**config.mk**
```make
export PLATFORM = sky130hd
export DESIGN_NAME = csfpm_ctrl
export DESIGN_NICKNAME = d
export VERILOG_FILES = /design/src/shared/csfpm_pkg.sv /design/src/hw/csfpm_ctrl.sv
export SDC_FILE = /design/constraint.sdc
export NUM_CORES = 1
export LEC_CHECK = 0
export BUFFER_PORTS_ARGS = -buffer_cell sky130_fd_sc_hd__buf_2
export CAP_MARGIN = 20
export CORE_MARGIN = 2
export CORE_UTILIZATION = 53
export DETAILED_ROUTE_END_ITERATION = 16
export HOLD_SLACK_MARGIN = 0.1
export PLACE_DENSITY = 0.85
export RECOVER_POWER = 25
export SYNTH_ARGS = -nofsm -noshare
export SYNTH_HDL_FRONTEND = slang
export SYNTH_SLANG_ARGS = --single-unit
```
**constraint.sdc**
```tcl
create_clock -name hclk -period 3.1 [get_ports hclk]
set_clock_uncertainty 0.15 [all_clocks]
set_input_delay 0.465 -clock hclk [delete_from_list [all_inputs] [get_ports hclk]]
set_output_delay 0.465 -clock hclk [all_outputs]
set_load 0.01 [all_outputs]
```
**src/shared/csfpm_pkg.sv**
```systemverilog
// constants shared by the clock switch, fail-safe and power mode controller
// assumes one clock domain and register access over an ahb-lite slave port
//
// Notes on behaviour
// switching and fail-safe monitor run only when the enable config bit is zero
// while switching is off, the new selection is ignored; status shows initial config
// while switching is off, the switch request does nothing and reads zero
// software unlocks before writing the new selection and again before requesting; the controller has no write lock and takes both writes directly
// a request to the source already running clears itself and aborts
// a valid switch start clears the pll lock and clock fail flags
// wait for startup timer on crystals and pll lock on pll sources
// count ten new-clock cycles once the new source is ready
// on completion clear the request and copy selection into current status
// old source turns off, except low-power rc or enabled secondary oscillator
// software never switches directly between the two pll modes
// the processor keeps running while a switch is in progress
// with the monitor on, low-power rc runs except in sleep, watchdog cannot stop it
// an oscillator failure raises a trap and falls back to fast rc
// a failure while on pll falls back to fast rc with pll
// sleep stops clocks and cpu, monitor idle, low-power rc only for watchdog
// idle stops the cpu only; low-power rc kept for watchdog or monitor
// watchdog cleared on sleep or idle entry when it is enabled
// wake on enabled interrupt, reset or watchdog time-out
// sleep wake keeps the clock source active before sleep
// idle wake restarts the cpu at once
// an interrupt during the power-save instruction waits until entry completes
// the clock fail flag sets on failure and holds until a valid switch

package csfpm_pkg;

  // ---------------------------------------------------------------
  // register byte offsets
  // ---------------------------------------------------------------
  localparam logic [7:0] OSC_CONTROL_OFS = 8'h00;
  localparam logic [7:0] CONFIG_OFS = 8'h04;
  localparam logic [7:0] POWER_SAVE_OFS = 8'h08;
  localparam logic [7:0] STATUS_OFS = 8'h0c;

  // ---------------------------------------------------------------
  // osc_control_reg fields
  // ---------------------------------------------------------------
  localparam int CUR_SRC_LSB = 12;
  localparam int NEW_SRC_LSB = 8;
  localparam int LOCK_BIT = 5;
  localparam int FAIL_BIT = 3;
  localparam int SEC_EN_BIT = 1;
  localparam int REQ_BIT = 0;

  // config register fields and reset values
  localparam int CFG_SWMON_BIT = 0;
  localparam int CFG_INIT_LSB = 4;
  localparam int CFG_PRI_LSB = 8;
  localparam logic CFG_SWMON_RST = 1'b1;
  localparam logic [2:0] CFG_INIT_RST = 3'h7;
  localparam logic [1:0] CFG_PRI_RST = 2'h0;

  // power-save command codes
  localparam logic [0:0] PSAVE_SLEEP = 1'h0;
  localparam logic [0:0] PSAVE_IDLE = 1'h1;

  // settle count on the new clock
  localparam int SETTLE_CYCLES = 10;

  // ---------------------------------------------------------------
  // clock sources and state types
  // ---------------------------------------------------------------
  typedef enum logic [2:0] {
    SRC_FRC = 3'h0, SRC_FRC_PLL = 3'h1, SRC_PRI = 3'h2, SRC_PRI_PLL = 3'h3,
    SRC_SEC = 3'h4, SRC_LOW_POWER_RC_OSC = 3'h5, SRC_FRC_DIV16 = 3'h6, SRC_FRC_DIVN = 3'h7
  } csfpm_src_t;

  typedef enum logic [2:0] {
    SW_IDLE = 3'h1, SW_WAIT = 3'h2, SW_SETTLE = 3'h4
  } csfpm_sw_t;

  typedef enum logic [2:0] {
    PWR_RUN = 3'h1, PWR_SLEEP = 3'h2, PWR_IDLE = 3'h4
  } csfpm_pwr_t;

endpackage

```
**src/hw/csfpm_ctrl.sv**
```systemverilog
// clock source switch controller with fail-safe monitor and sleep/idle modes
// assumes oscillator status inputs synchronous to hclk and a single ahb-lite master
`timescale 1ns/1ps

module csfpm_ctrl #(
  parameter int SETTLE = csfpm_pkg::SETTLE_CYCLES // new-clock cycles before handover
) (
  input wire logic hclk, // system clock
  input wire logic hresetn, // asynchronous reset, active low
  input wire logic hsel, // slave select
  input wire logic [7:0] haddr, // byte address
  input wire logic [1:0] htrans, // transfer type
  input wire logic hwrite, // write when high
  input wire logic [2:0] hsize, // word only
  input wire logic [31:0] hwdata, // write data
  input wire logic hready, // bus ready
  output logic [31:0] hrdata, // read data
  output logic hreadyout, // slave ready
  output logic hresp, // always okay
  input wire logic [4:0] osc_ready, // pri, sec, frc, low_power_rc_osc, pll running and timer expired
  input wire logic pll_locked, // pll lock detector
  input wire logic new_clk_tick, // one pulse per cycle of the incoming source
  input wire logic osc_fail, // failure seen by the fail-safe monitor
  input wire logic wdt_enable, // watchdog enabled
  input wire logic wdt_timeout, // watchdog expired
  input wire logic irq_wake, // an individually enabled interrupt is pending
  output logic [2:0] sys_clk_sel, // source driving the system clock
  output logic [4:0] osc_enable, // pri, sec, frc, low_power_rc_osc, pll enables
  output logic clk_fail_trap, // trap, high one cycle after each cycle of fail_event
  output logic wdt_clear, // one-cycle watchdog clear
  output logic cpu_halt, // cpu clock stopped
  output logic sys_clk_run, // system clock running
  output logic wake_pulse // one-cycle wake event
);

  // ---------------------------------------------------------------
  // elaboration check
  // ---------------------------------------------------------------
  // the settle counter is four bits wide, so longer settles cannot be served
  if (SETTLE < 1 || SETTLE > 15) begin : g_settle_check
    $error("SETTLE must be 1 to 15");
  end

  localparam int OSC_PRI = 0;
  localparam int OSC_SEC = 1;
  localparam int OSC_FRC = 2;
  localparam int OSC_LOW_POWER_RC_OSC = 3;
  localparam int OSC_PLL = 4;

  // ---------------------------------------------------------------
  // ahb-lite slave front end
  // ---------------------------------------------------------------
  logic wr_pend_q;
  logic [7:0] wr_addr_q;
  logic addr_ok;
  logic wr_take;
  logic rd_take;

  assign addr_ok = hsel && hready && htrans[1];
  assign wr_take = addr_ok && hwrite;
  assign rd_take = addr_ok && !hwrite;
  assign hreadyout = 1'b1; // zero wait states on every access
  assign hresp = 1'b0;

  // capture the address phase of a write for the following data phase
  always_ff @(posedge hclk or negedge hresetn) begin
    if (!hresetn) begin
      wr_pend_q <= 1'b0;
      wr_addr_q <= 8'h00;
    end else begin
      wr_pend_q <= wr_take;
      if (wr_take) begin
        wr_addr_q <= haddr;
      end
    end
  end

  logic wr_osc;
  logic wr_cfg;
  logic wr_psave;
  assign wr_osc = wr_pend_q && (wr_addr_q == csfpm_pkg::OSC_CONTROL_OFS);
  assign wr_cfg = wr_pend_q && (wr_addr_q == csfpm_pkg::CONFIG_OFS);
  assign wr_psave = wr_pend_q && (wr_addr_q == csfpm_pkg::POWER_SAVE_OFS);

  // ---------------------------------------------------------------
  // configuration register
  // ---------------------------------------------------------------
  logic swmon_cfg_q;
  logic [2:0] init_src_q;
  logic [1:0] pri_mode_q;
  logic sw_en;

  always_ff @(posedge hclk or negedge hresetn) begin
    if (!hresetn) begin
      swmon_cfg_q <= csfpm_pkg::CFG_SWMON_RST;
      init_src_q <= csfpm_pkg::CFG_INIT_RST;
      pri_mode_q <= csfpm_pkg::CFG_PRI_RST;
    end else if (wr_cfg) begin
      swmon_cfg_q <= hwdata[csfpm_pkg::CFG_SWMON_BIT];
      init_src_q <= hwdata[csfpm_pkg::CFG_INIT_LSB +: 3];
      pri_mode_q <= hwdata[csfpm_pkg::CFG_PRI_LSB +: 2];
    end
  end

  // active when programmed to zero
  assign sw_en = !swmon_cfg_q;

  // ---------------------------------------------------------------
  // state declarations
  // ---------------------------------------------------------------
  csfpm_pkg::csfpm_sw_t sw_q;
  csfpm_pkg::csfpm_pwr_t pwr_q;
  logic [2:0] cur_src_q;
  logic [2:0] new_src_q;
  logic [2:0] tgt_src_q;
  logic [2:0] old_src_q;
  logic req_q;
  logic lock_q;
  logic fail_q;
  logic sec_en_q;
  logic [3:0] settle_q;
  logic sleeping;
  logic fail_event;
  logic sw_start;
  logic sw_abort;
  logic sw_done;
  logic tgt_ready;

  assign sleeping = (pwr_q == csfpm_pkg::PWR_SLEEP);
  // monitor is blind in sleep since the system clock is stopped
  assign fail_event = sw_en && osc_fail && !sleeping;
  assign sw_start = (sw_q == csfpm_pkg::SW_IDLE) && req_q && sw_en && !sleeping &&
                    (new_src_q != cur_src_q) && !fail_event;
  assign sw_abort = (sw_q == csfpm_pkg::SW_IDLE) && req_q && sw_en &&
                    (new_src_q == cur_src_q);
  assign sw_done = (sw_q == csfpm_pkg::SW_SETTLE) && new_clk_tick &&
                   (settle_q == 4'(SETTLE - 1)) && sw_en && !sleeping && !fail_event;

  // ---------------------------------------------------------------
  // readiness of the new source
  // ---------------------------------------------------------------
  always_comb begin
    case (tgt_src_q)
      csfpm_pkg::SRC_PRI: tgt_ready = osc_ready[OSC_PRI];
      csfpm_pkg::SRC_PRI_PLL: tgt_ready = osc_ready[OSC_PRI] && pll_locked;
      csfpm_pkg::SRC_FRC_PLL: tgt_ready = osc_ready[OSC_FRC] && pll_locked;
      csfpm_pkg::SRC_SEC: tgt_ready = osc_ready[OSC_SEC];
      csfpm_pkg::SRC_LOW_POWER_RC_OSC: tgt_ready = osc_ready[OSC_LOW_POWER_RC_OSC];
      default: tgt_ready = osc_ready[OSC_FRC];
    endcase
  end

  // ---------------------------------------------------------------
  // switch sequencer; cpu keeps running meanwhile, nothing here halts it
  // ---------------------------------------------------------------
  always_ff @(posedge hclk or negedge hresetn) begin
    if (!hresetn) begin
      sw_q <= csfpm_pkg::SW_IDLE;
      settle_q <= 4'h0;
      tgt_src_q <= 3'h0;
    end else begin
      case (sw_q)
        csfpm_pkg::SW_IDLE: begin
          settle_q <= 4'h0;
          if (sw_start) begin
            tgt_src_q <= new_src_q; // later writes do not move the target
            sw_q <= csfpm_pkg::SW_WAIT;
          end
        end
        csfpm_pkg::SW_WAIT: begin
          if (fail_event || !sw_en) begin
            sw_q <= csfpm_pkg::SW_IDLE;
          end else if (tgt_ready && !sleeping) begin
            sw_q <= csfpm_pkg::SW_SETTLE;
          end
        end
        csfpm_pkg::SW_SETTLE: begin
          if (fail_event || !sw_en || sw_done) begin
            sw_q <= csfpm_pkg::SW_IDLE;
          end else if (new_clk_tick && !sleeping) begin
            settle_q <= settle_q + 4'h1;
          end
        end
        default: sw_q <= csfpm_pkg::SW_IDLE;
      endcase
    end
  end

  // ---------------------------------------------------------------
  // current source; sleep never touches it so wake resumes on it
  // ---------------------------------------------------------------
  always_ff @(posedge hclk or negedge hresetn) begin
    if (!hresetn) begin
      cur_src_q <= csfpm_pkg::CFG_INIT_RST;
      old_src_q <= csfpm_pkg::CFG_INIT_RST;
    end else if (!sw_en) begin
      cur_src_q <= init_src_q;
      old_src_q <= init_src_q;
    end else if (fail_event) begin
      old_src_q <= cur_src_q;
      if (cur_src_q == csfpm_pkg::SRC_PRI_PLL || cur_src_q == csfpm_pkg::SRC_FRC_PLL) begin
        cur_src_q <= csfpm_pkg::SRC_FRC_PLL;
      end else begin
        cur_src_q <= csfpm_pkg::SRC_FRC;
      end
    end else if (sw_done) begin
      old_src_q <= cur_src_q;
      cur_src_q <= tgt_src_q;
    end
  end

  // ---------------------------------------------------------------
  // oscillator control fields
  // ---------------------------------------------------------------
  always_ff @(posedge hclk or negedge hresetn) begin
    if (!hresetn) begin
      new_src_q <= csfpm_pkg::CFG_INIT_RST;
      sec_en_q <= 1'b0;
    end else if (wr_osc) begin
      new_src_q <= hwdata[csfpm_pkg::NEW_SRC_LSB +: 3];
      sec_en_q <= hwdata[csfpm_pkg::SEC_EN_BIT];
    end
  end

  // request sets on a write of one; hardware clears it on abort or completion
  always_ff @(posedge hclk or negedge hresetn) begin
    if (!hresetn) begin
      req_q <= 1'b0;
    end else if (!sw_en) begin
      req_q <= 1'b0;
    end else if (sw_abort || sw_done) begin
      req_q <= 1'b0;
    end else if (wr_osc && hwdata[csfpm_pkg::REQ_BIT]) begin
      req_q <= 1'b1;
    end
  end

  // lock and fail flags: a fail set in the clearing cycle wins; for lock the clear at switch start wins
  always_ff @(posedge hclk or negedge hresetn) begin
    if (!hresetn) begin
      lock_q <= 1'b0;
      fail_q <= 1'b0;
    end else begin
      if (pll_locked && osc_enable[OSC_PLL] && !sw_start) begin
        lock_q <= 1'b1;
      end else if (sw_start || !osc_enable[OSC_PLL]) begin
        lock_q <= 1'b0;
      end
      if (fail_event) begin
        fail_q <= 1'b1;
      end else if (sw_start) begin
        fail_q <= 1'b0;
      end
    end
  end

  // ---------------------------------------------------------------
  // power modes; a wake check only in sleep or idle defers coincident interrupts
  // ---------------------------------------------------------------
  logic wake;
  assign wake = irq_wake || wdt_timeout;

  always_ff @(posedge hclk or negedge hresetn) begin
    if (!hresetn) begin
      pwr_q <= csfpm_pkg::PWR_RUN;
    end else begin
      case (pwr_q)
        csfpm_pkg::PWR_RUN: begin
          if (wr_psave && hwdata[0] == csfpm_pkg::PSAVE_SLEEP) begin
            pwr_q <= csfpm_pkg::PWR_SLEEP;
          end else if (wr_psave) begin
            pwr_q <= csfpm_pkg::PWR_IDLE;
          end
        end
        csfpm_pkg::PWR_SLEEP, csfpm_pkg::PWR_IDLE: begin
          if (wake) begin
            pwr_q <= csfpm_pkg::PWR_RUN;
          end
        end
        default: pwr_q <= csfpm_pkg::PWR_RUN;
      endcase
    end
  end

  // watchdog clear and wake pulses
  always_ff @(posedge hclk or negedge hresetn) begin
    if (!hresetn) begin
      wdt_clear <= 1'b0;
      wake_pulse <= 1'b0;
      clk_fail_trap <= 1'b0;
    end else begin
      wdt_clear <= wr_psave && (pwr_q == csfpm_pkg::PWR_RUN) && wdt_enable;
      wake_pulse <= (pwr_q != csfpm_pkg::PWR_RUN) && wake;
      clk_fail_trap <= fail_event;
    end
  end

  assign cpu_halt = (pwr_q != csfpm_pkg::PWR_RUN);
  assign sys_clk_run = !sleeping;
  assign sys_clk_sel = cur_src_q;

  // ---------------------------------------------------------------
  // oscillator enables; a source is on while in use or being switched to
  // ---------------------------------------------------------------
  logic [2:0] use_a;
  logic [2:0] use_b;
  logic use_b_v;
  assign use_a = cur_src_q;
  assign use_b = tgt_src_q;
  assign use_b_v = (sw_q != csfpm_pkg::SW_IDLE);

  function automatic logic [4:0] src_oscs(input logic [2:0] s);
    logic [4:0] v;
    v = 5'h00;
    case (s)
      csfpm_pkg::SRC_PRI: v[OSC_PRI] = 1'b1;
      csfpm_pkg::SRC_PRI_PLL: v = 5'h11;
      csfpm_pkg::SRC_FRC_PLL: v = 5'h14;
      csfpm_pkg::SRC_SEC: v[OSC_SEC] = 1'b1;
      csfpm_pkg::SRC_LOW_POWER_RC_OSC: v[OSC_LOW_POWER_RC_OSC] = 1'b1;
      default: v[OSC_FRC] = 1'b1;
    endcase
    return v;
  endfunction

  // old source drops as soon as cur moves on
  always_comb begin
    osc_enable = src_oscs(use_a) | (use_b_v ? src_oscs(use_b) : 5'h00);
    if (sleeping) begin
      osc_enable = 5'h00;
    end
    if (sec_en_q) begin
      osc_enable[OSC_SEC] = 1'b1;
    end
    if (wdt_enable || (sw_en && !sleeping)) begin
      osc_enable[OSC_LOW_POWER_RC_OSC] = 1'b1;
    end
  end

  // ---------------------------------------------------------------
  // read data, registered in the address phase
  // ---------------------------------------------------------------
  logic [31:0] rd_mux;
  always_comb begin
    rd_mux = 32'h0000_0000;
    case (haddr)
      csfpm_pkg::OSC_CONTROL_OFS: begin
        rd_mux[csfpm_pkg::CUR_SRC_LSB +: 3] = cur_src_q;
        rd_mux[csfpm_pkg::NEW_SRC_LSB +: 3] = new_src_q;
        rd_mux[csfpm_pkg::LOCK_BIT] = lock_q;
        rd_mux[csfpm_pkg::FAIL_BIT] = fail_q;
        rd_mux[csfpm_pkg::SEC_EN_BIT] = sec_en_q;
        rd_mux[csfpm_pkg::REQ_BIT] = req_q && sw_en;
      end
      csfpm_pkg::CONFIG_OFS: begin
        rd_mux[csfpm_pkg::CFG_SWMON_BIT] = swmon_cfg_q;
        rd_mux[csfpm_pkg::CFG_INIT_LSB +: 3] = init_src_q;
        rd_mux[csfpm_pkg::CFG_PRI_LSB +: 2] = pri_mode_q;
      end
      csfpm_pkg::STATUS_OFS: begin
        rd_mux[2:0] = pwr_q;
        rd_mux[6:4] = sw_q;
        rd_mux[12:8] = osc_enable;
      end
      default: rd_mux = 32'h0000_0000;
    endcase
  end

  always_ff @(posedge hclk or negedge hresetn) begin
    if (!hresetn) begin
      hrdata <= 32'h0000_0000;
    end else if (rd_take) begin
      hrdata <= rd_mux;
    end
  end
endmodule

```
==> results.txt, run 1 <==
- Min Clock Period, post-route: ~2.5 ns
- Final global-route overflow total: 0
- Of the post-synthesis cell area, the dominant cell type holds between 30% and 40%.
- Final setup violation count: 0
- The netlist uses a little under 60 different library cells.
- The first global-routing pass estimated between 10000 and 15000 um of wire.
* Post-route DRC violation count: 0
- Timing would allow up to about 400 MHz.
- Top-level I/O count: ~110
- Placer's final routability congestion estimate: a little under 0.9
* Gate count of the mapped netlist: between 200 and 300
* Synthesized area divided by synthesized cell count: between 10 and 15 um2
- Total Power Consumption: between 1.5 and 2 mW
- Routed wire length: around 6700 um
* Top library cells by usage in the layout, fill and taps aside: buf_2, nand2_1, dfrtp_1
- Setup repair after global routing left no endpoint under its margin.
- Counting every sink on the clock net gives 55.
* Share of the yosys chip area belonging to registers: roughly half
* Latest clock arrival within the worst-skew pair: 0.31 ns
- Library cell occupying the most area in the post-synthesis netlist: dfrtp_1
* Layout cell share with drive strength beyond 1: 28.2%
- In this run the worst path has a maximum fanout of 13.
- Data arrival time of the critical path: approximately 2.6 ns
- Measured in cells, the most critical reg-to-reg path has a length of 5.
- Across all setup checks in the final design, the least slack found is ~0.57 ns.
* Antenna Cells: 0
* Critical path startpoint category: register
* Buffer cell driving the clock tree root: clkbuf_8
* Final design utilization: between 60% and 70%
* Setup_tns: 0 ns
- Dividing the final minimum period by the clock period gives ~82%.
- CTS tree: yes
- For this run, the number of Yosys warnings is 0.
* Initial cell density of the core: a little under three fifths
- Most area-consuming cells after synthesis: dfrtp_1, dfstp_2, nand2_1
- The clock passes through at most 2 buffers.
- Row generation in the floorplan step produced 26 rows.
- Dividing the detail-routed via count by the number of cells gives 5.67.
- Summed over all nets, the half-perimeter wirelength after detailed placement is approximately 5000 um.
- Die span in x: just under 80 um
- At the worst endpoint, the required time is 3.21 ns.
- The final layout contains 410 nets.
- Vertical die dimension: 77.9 um
- Maximum capacitance violations: 0
- The worst pin sits at a relative slew slack of 31.3%.
- Worst setup path category: register to register
- In this run, synthesis inferred 0 flip-flops with an integrated enable.
- Outcome: complete, no violations
- For the pin with the worst max-slew slack, the measured transition is 1.03 ns.
- Along the worst hold path, the cell count comes to 3.
- Worst voltage drop across the vdd grid: between 0.2 and 0.3 mV
- Mapped Area: between 2000 and 3000 um2
- Synthesis-to-layout area growth: 13.0%
* Hold Path Class: input pin to register
- Number of pins exceeding their max-slew limit in the final report: 0
- Core area: roughly 5200 um2
- Dividing total power by cell area gives a power density of approximately 510 nW/um2.
- Post-synthesis register bit count: 55
* # resized after CTS: 0
- Entering global routing, the biggest net connects 37 pins.
* Die area: a little over 6000 um2
- WL per Instance: 15.9 um
- Among all flip-flop cells after synthesis, the most frequent one is dfrtp_1.
* Leakage component of the power: 1.60 nW
- Of all flip-flops after synthesis, the portion carrying an async set or reset was 100%.
- Number of buffers created by CTS: 5
* Deepest level of the CTS H-tree: 2
- The final hold violation count came to 0.
- Aggregate global-route resource usage: roughly 22%
- The worst setup path is captured at a register.
- Clk slew on worst S/H paths: ~0.1 ns
* Vias in the first global route: 2234
- Before CTS, the worst setup slack after placement is roughly 0.63 ns.
* Commonest non-fill, non-tap cell in the layout: buf_2
- In this run the remaining antenna-violating nets after routing total 0.
- Antenna violations before repair: 0
* Port buffer count: a little under 60
- Number of DRC violations after detailed-routing iteration 0: ~180
* Drt pass-1 iters: 5
- Total via count after detailed routing: 2368
==> repair_timing <==
item	4_1_cts	5_1_grt
endpoints found under the hold margin	12	0
buffers inserted	0	0
hold buffers	1	0
==> Yosys cell counts (2+ instances only) <==
cell type  instances
nand4_1            5
or4_1              2
dfrtp_1           43
nand2_1           43
mux2_2            14
nor4_1             4
ha_1               2
and3_1             3
nand3b_1           4
o32ai_1            2
conb_1             2
a221o_1            2
o31ai_1            2
nor3_2             3
a21oi_1            8
a31o_2             2
o21ai_0           15
mux2i_1            4
xnor2_1            4
nor4bb_1           2
buf_4             20
nor3b_1            3
a22o_1             8
a2bb2oi_1          2
clkbuf_1           9
and2_1             5
dfstp_2           12
o41a_1             2
a211oi_1           2
o22ai_1            2
nor3b_2            2
a21o_1             4
nor2_1             7
inv_1             15
nand3_1            3
nand2b_1           4
==> metrics by stage <==
stage | area (um2) | hold slack, ns | instances
floorplan | 2970 | 0.0194 | 306
global placement | 3190 | 0.274 | 409
detailed placement | 3190 | 0.278 | 409
CTS | 3280 | 0.205 | 418
global route | 3280 | 0.210 | 418
finish | 3280 | 0.211 | 418
==> flip-flops by register name, indices dropped and copies added (netlist names), 2 cells and up <==
register / count
hrdata: 14
init_src_q: 3
new_src_q: 3
pri_mode_q: 2
pwr_q: 3
settle_q: 4
sw_q: 3
sys_clk_sel: 3
tgt_src_q: 3
wr_addr_q: 8
==> worst paths after layout <==
path	start	end	slack (ns)
worst max-delay path	pwr_q[2]	sw_q[1]	0.57
worst min-delay path	haddr[1]	wr_addr_q[1]	0.21
worst max register to register	pwr_q[2]	sw_q[1]	0.57
worst min register to register	wr_addr_q[6]	wr_addr_q[6]	0.35
max in group asynchronous	hresetn	sw_q[0]	1.05
min in group asynchronous	hresetn	hrdata[9]	0.70
==> final cells by class <==
cell class                 instances  area (um2)
inverter                          16        60.1
sequential                        55        1390
multi-input combinational        205        1330
clock inverter                     1        5.00
fill                             436        1930
timing repair buffer              64         330
clock buffer                       7        76.3
tap                               70        87.6
==> worst max-delay path: stages, from the launching register on <==
cell and delay [ns]:
dfrtp_1 0.45, nor3b_2 0.40, inv_1 0.30, a2111oi_0 0.80, a21boi_0 0.24, a21bo_2 0.14
==> where the power goes <==
group | leakage [nW] | internal, mW | total [mW] | switching [mW]
Clock | 0.0422 | 0.160 | 0.400 | 0.241
Sequential | 0.708 | 0.823 | 0.917 | 0.0939
Combinational | 0.849 | 0.150 | 0.343 | 0.193
==> cells by family (layout without fill, tap and decap cells) <==
family / count (synthesis) / after routing / share of synthesized area [%]
AOI/OAI and AO/OA: 63 / 63 / 15.5
xor gates and xnor gates: 5 / 5 / 1.51
adders and majority gates: 2 / 2 / 0.863
buffers and inverters: 46 / 88 / 8.59
DFF: 55 / 55 / 48.0
muxes: 18 / 18 / 6.82
other: 2 / 20 / 0.259
and+or+nand+nor: 97 / 97 / 18.5
==> routing by layer <==
metal	routed length [um]	vias up	GRT usage, %
li1	-	1101	-
met1	2940	1134	30.6
met2	3180	120	35.9
met3	452	13	3.02
met4	95	0	8.07
met5	0	-	0
Note: power is estimated with default switching activity, not from simulation.
==> run 2, diff against run 1 <==
CORE_UTILIZATION = 49   (was 53)
PLACE_DENSITY = 0.8   (was 0.85)
clock period = 2.5 ns   (was 3.1 ns; I/O delays follow)
==> results.txt, run 2 (synthesis gave the netlist of run 1 again) <==
* Outcome: complete, no violations
- Aggregate global-route resource usage: 21.1%
- In the global route stage, met3 resource usage came out at 2.67%.
- The initial antenna violation count was 0.
- After global routing the overflow that remains totals 0.
* Buffer cell driving the clock tree root: clkbuf_8
- Largest regs: hrdata: 14 flops, wr_addr_q: 8 flops, settle_q: 4 flops
- Clk slew on worst S/H paths: around 0.1 ns
* Sequential cell area: between 1000 and 1500 um2
* Post-route DRC violation count: 0
- Once the clock tree was built, the setup fixing pass inserted 0 buffers.
- Destination of the worst hold path: wr_addr_q[0]
- Once layout is done, the placed cells without fillers occupy about 3300 um2.
- In this run the deepest clock path goes through 2 buffers.
- Top library cells by usage in the layout, fill and taps aside: buf_2, nand2_1, dfrtp_1
* Min Clock Period, post-route: roughly 2.4 ns
- Detail Placement HPWL: between 5000 and 6000 um
* Critical Path, Cell by Cell: nor3b_2 > buf_4 > o221ai_1 > a21o_1 > buf_2
* Die area: 6540 um2
- For the pin with the worst max-slew slack, the measured transition is about 1.3 ns.
- CTS saw between 50 and 60 sinks.
- Most Crowded Layer GR: met2
- Once placement finished, the instance area stood at ~3200 um2.
* Critical path capture point type: output pin
* Number of vias per cell after detailed routing: ~5.5
- Vertical die dimension: approximately 81 um
- Critical-path maximum fanout: 9
- The startpoint identified for the worst hold timing path is haddr[0].
* Die span in x: 80.9 um
- The largest individual stage delay along the critical path comes from the cell dfstp_2.
- Leaving out fill and tap cells, the most frequent cell in the layout is buf_2.
* Worst setup path category: register to output pin
- Global-route wire length before repair: between 10000 and 15000 um
- Routed wire length: roughly 6600 um
- For this run, the slowest stage of the critical path takes around 0.57 ns.
* Hold Path Class: input pin to register
* Worst voltage drop across the vdd grid: about 0.29 mV
* Vias in the first global route: about 2200
* Cells after DPL: about 420
- Headroom to the max-slew limit came out at 11.9%.
* Final critical-path setup slack: between 0.1 and 0.15 ns
- Global routing consumed, on the met1 layer, 29.0% of the routing resources.
- The first routing iteration left ~210 violations.
- The count of buffers added on input and output ports is 58.
* Worst hold slack after final layout: 0.105 ns
- The finished layout holds around 430 standard cells, fillers aside.
- Final setup violation count: 0
- For this design the ratio of total power to cell area is 621 nW/um2.
- Filler Cells Inserted: 540
- The H-tree generated during clock tree synthesis spans 2 levels.
- Placer's final routability congestion estimate: around 0.92
- The net count of the finished layout is between 400 and 500.
- The number of antenna diodes in the final layout is 0.
* WL per Instance: 15.6 um
* GRT met2 Usage: roughly a third
* Destination of the worst register-to-register timing path: sw_q[1]
- For this run, the top clock speed supported by timing is between 400 and 500 MHz.
- hrdata holds more flip-flops than any other register.
- Counting both buffers and inverters, the worst setup path holds a total of 2.
- Kind of cell with the highest combined delay on the critical path: flip-flops
* Multi-input gate area: 1330 um2
- Logic depth of the worst register-to-register path: 6
* Top-level I/O count: roughly 110
- Cells with a size suffix above 1 make up a little under a third of the layout.
- Once detail routing completed, the nets flagged for antenna violations numbered 0.
* Drt pass-1 iters: 4
* Maximum capacitance violations: 0
- The startpoint identified for the worst register-to-register timing path is pwr_q[2].
- DP Worst Slack: around 0.14 ns
- The worst register-to-register path has a setup slack of about 0.27 ns.
- CTS tree: yes
- Initial cell density of the core: 49.8%
- Core area: between 5000 and 6000 um2
- For the worst setup path, the data required time is 1.98 ns.
* Flip-flop count of the largest register after layout: 14
- The worst setup path is launched from a register.
- The detailed router placed 2365 vias in this run.
* Final cycle utilization of the critical path: between 90% and 100%
* Setup_tns: 0 ns
* Leakage component of the power: between 1.5 and 2 nW
* Number of pins exceeding their max-slew limit in the final report: 0
- Number of cell rows: 28
- Synthesis-to-layout area growth: 14.8%
* Data arrival time of the critical path: 1.85 ns
- Number of hold violations in the final report: 0
- RSZ-0062 raised after global routing: no
- Count of cells along the worst hold path: 3
* Number of buffers created by CTS: 5
* Pin count of the biggest net entering global routing: between 50 and 60
- Clock latency on the worst-skew pair, taken at its later pin, is around 0.32 ns.
==> run 2: changes by cell type in the layout (fill, tap and decap cells not counted) <==
cell | before | now
buf_2 | 52 | 57
clkbuf_1 | 8 | 1
clkbuf_2 | 0 | 1
dfstp_1 | 1 | 0
clkinv_2 | 1 | 2
inv_6 | 0 | 1
dfstp_2 | 11 | 12
buf_4 | 5 | 8
nor3b_1 | 3 | 2
nor3b_2 | 2 | 3
==> run 2: worst max-delay path by stage <==
stage | from | end | slack (ns) | cells past startpoint
after floorplan | haddr[1] | hrdata[10] | 0.39 | 5
after global placement | haddr[1] | hrdata[10] | 0.17 | 5
after detailed placement | haddr[1] | hrdata[10] | 0.14 | 5
after CTS | sw_q[0] | osc_enable[3] | 0.01 | 5
after global routing | pwr_q[2] | osc_enable[1] | 0.03 | 5
final | sw_q[0] | osc_enable[3] | 0.12 | 5
==> run 2: repair_timing <==
item                                    CTS  global route
hold buffers                              1             0
hold endpoints to repair                 44             0
resized for setup                         0             1
endpoints found under the setup margin    0             2
==> run 2: area by class of cell <==
type                    instances  area share [%]
flip-flops and latches         55            41.8
multi-input cells             205            40.0
repair buffers                 68            10.9
well taps                      75            2.82
clock buffers                   5            2.07
inverters                      16            1.81
clock inverters                 3           0.564
==> run 2: through the flow <==
step | util [%] | power (mW)
floorplan | - | 1.41
global placement | 55.7 | 1.56
detailed placement | 55.7 | 1.58
CTS | 57.4 | 2.08
global route | 57.2 | 2.18
finish | 57.2 | 2.07
==> run 2: power by group <==
group	switching (mW)	total, mW	internal (mW)
sequential	0.115	1.14	1.02
combinational	0.237	0.425	0.188
clock	0.304	0.502	0.198
total	0.657	2.07	1.41
==> run 2: worst reg2reg max path: stages (launching register included) <==
cell,delay (ns)
dfrtp_1,0.46
nor3b_2,0.37
inv_1,0.17
a2111oi_0,0.52
buf_4,0.20
a21boi_0,0.18
a21bo_2,0.15
==> run 2: per-layer routing <==
layer / share of wire, % / vias to the layer above / wire, um
met2: 49 / 95 / 3220
met1: 43 / 1148 / 2860
met5: 0 / - / 0
li1: - / 1113 / -
met4: 1.5 / 0 / 97
met3: 6.9 / 9 / 457
==> run 3, diff against run 2 <==
ABC_AREA = 1   (was unset)
CORE_UTILIZATION = 50   (was 49)
==> results.txt, run 3 <==
- The run finished with clean final reports.
- After clock tree synthesis, the clock-pin slew on the worst setup and hold paths is 0.10 ns.
* Normalized max-slew margin: between 30% and 40%
- WL per Instance: 12.7 um
* Most flops, register: hrdata
* Buffer cell driving the clock tree root: clkbuf_8
- TritonCTS built the clock tree.
- Setup violations remaining at the end of the flow were counted as 0.
* Critical path capture point type: output pin
- Data on the critical path arrives at its endpoint at between 1.5 and 2 ns.
- The library cell used most frequently in the layout, excluding fill and tap cells, is nand2_1.
- The core region is ~5900 um2.
* Number of hold buffers added after cts: 1
- The routed layout has 2615 vias.
- Count of flip-flops with a built-in enable after synthesis: 0
- By instance count, the leading cell after synthesis is nand2_1.
* Beginning of the critical path: pwr_q[2]
* Top-level I/O count: 108
- The initial antenna violation count came to 0.
- Post-layout nets: 513
* Critical-path maximum fanout: 7
- Antenna Cells: 0
- Number of vias per cell after detailed routing: around 5.0
- Global-route wire length before repair: roughly 11000 um
* Die span in x: roughly 82 um
- Final global-route overflow total: 0
- The setup path with the least slack is of type register to output pin.
- Most area-consuming cells after synthesis: dfrtp_1, nand2_1, dfstp_2
* Largest regs: hrdata: 14 flops, wr_addr_q: 8 flops, settle_q: 4 flops
* Share of flip-flops with an asynchronous set or reset: 100%
- The number of global-route vias before repair came to about 2300.
- Vertical die dimension: between 80 and 90 um
- The worst register-to-register path begins at pwr_q[0].
- Top library cells by usage in the layout, fill and taps aside: nand2_1, buf_2, inv_1
* Drt pass-1 iters: 4
- No sink is reached through more buffers than the 2 on the longest clock path.
- Detail Placement HPWL: between 5000 and 6000 um
- Deepest level of the CTS H-tree: 2
- Counting tap cells, the placed design contains a total of between 500 and 600 instances.
* Required time at the endpoint of the critical path: 1.98 ns
- List of most frequent post-synthesis cells: nand2_1, inv_1, dfrtp_1
- For this design the ratio of total power to cell area is between 600 and 700 nW/um2.
* Total number of yosys warnings: 0
- Worst min-delay path startpoint: hwdata[9]
- After synthesis, the mean cell area works out to around 7.9 um2.
* Placer's final routability congestion estimate: 0.927
* Aggregate global-route resource usage: 21.5%
- Timing would allow up to ~440 MHz.
- Setup total negative slack on the finished layout was measured at 0 ns.
* Routed wire length: between 6000 and 7000 um
* Pin count of the biggest net entering global routing: 23
- Hold Path Class: input pin to register
- For this run, the number of standard cells in the final layout without fillers is 526.
- Final cycle utilization of the critical path: roughly 91%
- Post-synthesis register bit count: between 50 and 60
* Port buffer count: a little under 60
- Flip-flop count of the largest register after layout: 14
- The tree built by TritonCTS fans out to 55 sinks.
- The area growth from synthesis to layout is 13.7%.
- Setup repair after global routing left no endpoint under its margin.
* Gate count of the mapped netlist: slightly below 400
- In this run the cell area of the synthesized design comes to between 3000 and 4000 um2.
* Maximum capacitance violations: 0
* Total Power Consumption: approximately 2.4 mW
- Number of hold violations in the final report: 0
* Leakage component of the power: between 1.5 and 2 nW
- Once the floorplan was initialized, standard cells occupied about 52% of the core.
- Buffers added to address setup during post-CTS repair amount to 0.
- Actual transition at the worst max-transition pin: roughly 0.94 ns
* # resized after CTS: 0
- Among all flip-flop cells after synthesis, the most frequent one is dfrtp_1.
* Latest clock arrival within the worst-skew pair: 0.31 ns
* Worst voltage drop across the vdd grid: 0.402 mV
- Library cell occupying the most area in the post-synthesis netlist: dfrtp_1
* Number of DRC violations after detailed-routing iteration 0: 110
* Number of buffers created by CTS: 5
* Share of the yosys chip area belonging to registers: between 40% and 50%
- Share of the synthesized area in the top cell type: 35.4%
- Counting I/O delays and the setup requirement, the final critical path takes between 2 and 2.5 ns.
* Count of antenna-violating nets left after detailed routing: 0
* Number of pins exceeding their max-slew limit in the final report: 0
- Layout cell share with drive strength beyond 1: a little under a quarter
* Yosys cell types: 37
- STA classifies the critical path startpoint as a register.
- The floorplan step defined a die boundary enclosing 6720 um2.
- The initialized floorplan defines 28 standard-cell rows.
- Post-route DRC violation count: 0
[run 3: cell types whose count changed in the layout (fill, tap and decap cells not counted), sizes merged, moves of 5 or more]
cell,previous run,this run
mux2,14,2
o21ai,16,27
o211ai,1,6
nor3b,5,0
nor2,7,36
nand2,43,112
a22o,8,0
inv,16,54
nand3,3,36
buf,65,60
[run 3: cell type report]
type / count / area (um2)
Clock buffer: 7 / 76.3
Clock inverter: 1 / 30.0
Fill cell: 574 / 2430
Inverter: 54 / 203
Multi-Input combinational cell: 271 / 1340
Sequential cell: 55 / 1390
Tap cell: 75 / 93.8
Timing Repair Buffer: 63 / 327
[run 3: per-layer routing]
metal  vias to the layer above  routed length (um)  GRT usage (%)
met3                         9                 411           3.52
met5                         -                   0              0
met2                        85                3050           33.7
li1                       1317                   -              -
met1                      1204                3120           31.4
met4                         0                  75           4.83
[run 3: cell families after synthesis]
| logic type | count (synthesis) | synth area share, % |
|---|---|---|
| simple gates | 198 | 30.2 |
| other cells | 2 | 0.247 |
| flops | 55 | 45.8 |
| compound gates | 46 | 8.85 |
| buf+inv | 78 | 12.5 |
| mux | 2 | 0.741 |
| fa+ha+maj | 2 | 0.823 |
| xor+xnor | 3 | 0.864 |
[run 3: path summary, 6_finish.rpt]
path,endpoint,slack [ns],cells after the start
setup / recovery,osc_enable[3],0.22,7
hold / removal,new_src_q[1],0.14,3
setup reg to reg,settle_q[1],0.76,7
hold reg to reg,hrdata[5],0.33,2
max in group asynchronous,hrdata[6],0.70,3
min in group asynchronous,settle_q[3],0.56,2
[run 3: worst max-delay path, stage by stage (launching register included)]
cell     delay [ns]
dfrtp_1        0.44
nor2_4         0.16
nand2_4        0.11
inv_2          0.15
nor2_1         0.05
nor3_1         0.30
inv_1          0.08
buf_2          0.14
[run 3: through the flow]
| step | setup WS [ns] | instance area (um2) | hold WS [ns] | util [%] |
|---|---|---|---|---|
| 3_5_place_dp | 0.574 | 3350 | 0.172 | 56.8 |
| 5_1_grt | 0.121 | 3460 | 0.136 | 58.8 |
| 6_report | 0.222 | 3460 | 0.140 | 58.8 |
| 2_1_floorplan | 0.790 | 3110 | -0.0706 | - |
| 3_3_place_gp | 0.564 | 3350 | 0.157 | 56.8 |
| 4_1_cts | 0.222 | 3460 | 0.126 | 58.8 |
[run 3: where the power goes]
group	switching (mW)	internal (mW)	total, mW
Sequential	0.124	1.05	1.17
Combinational	0.391	0.222	0.613
Clock	0.284	0.300	0.584
Total	0.800	1.57	2.37
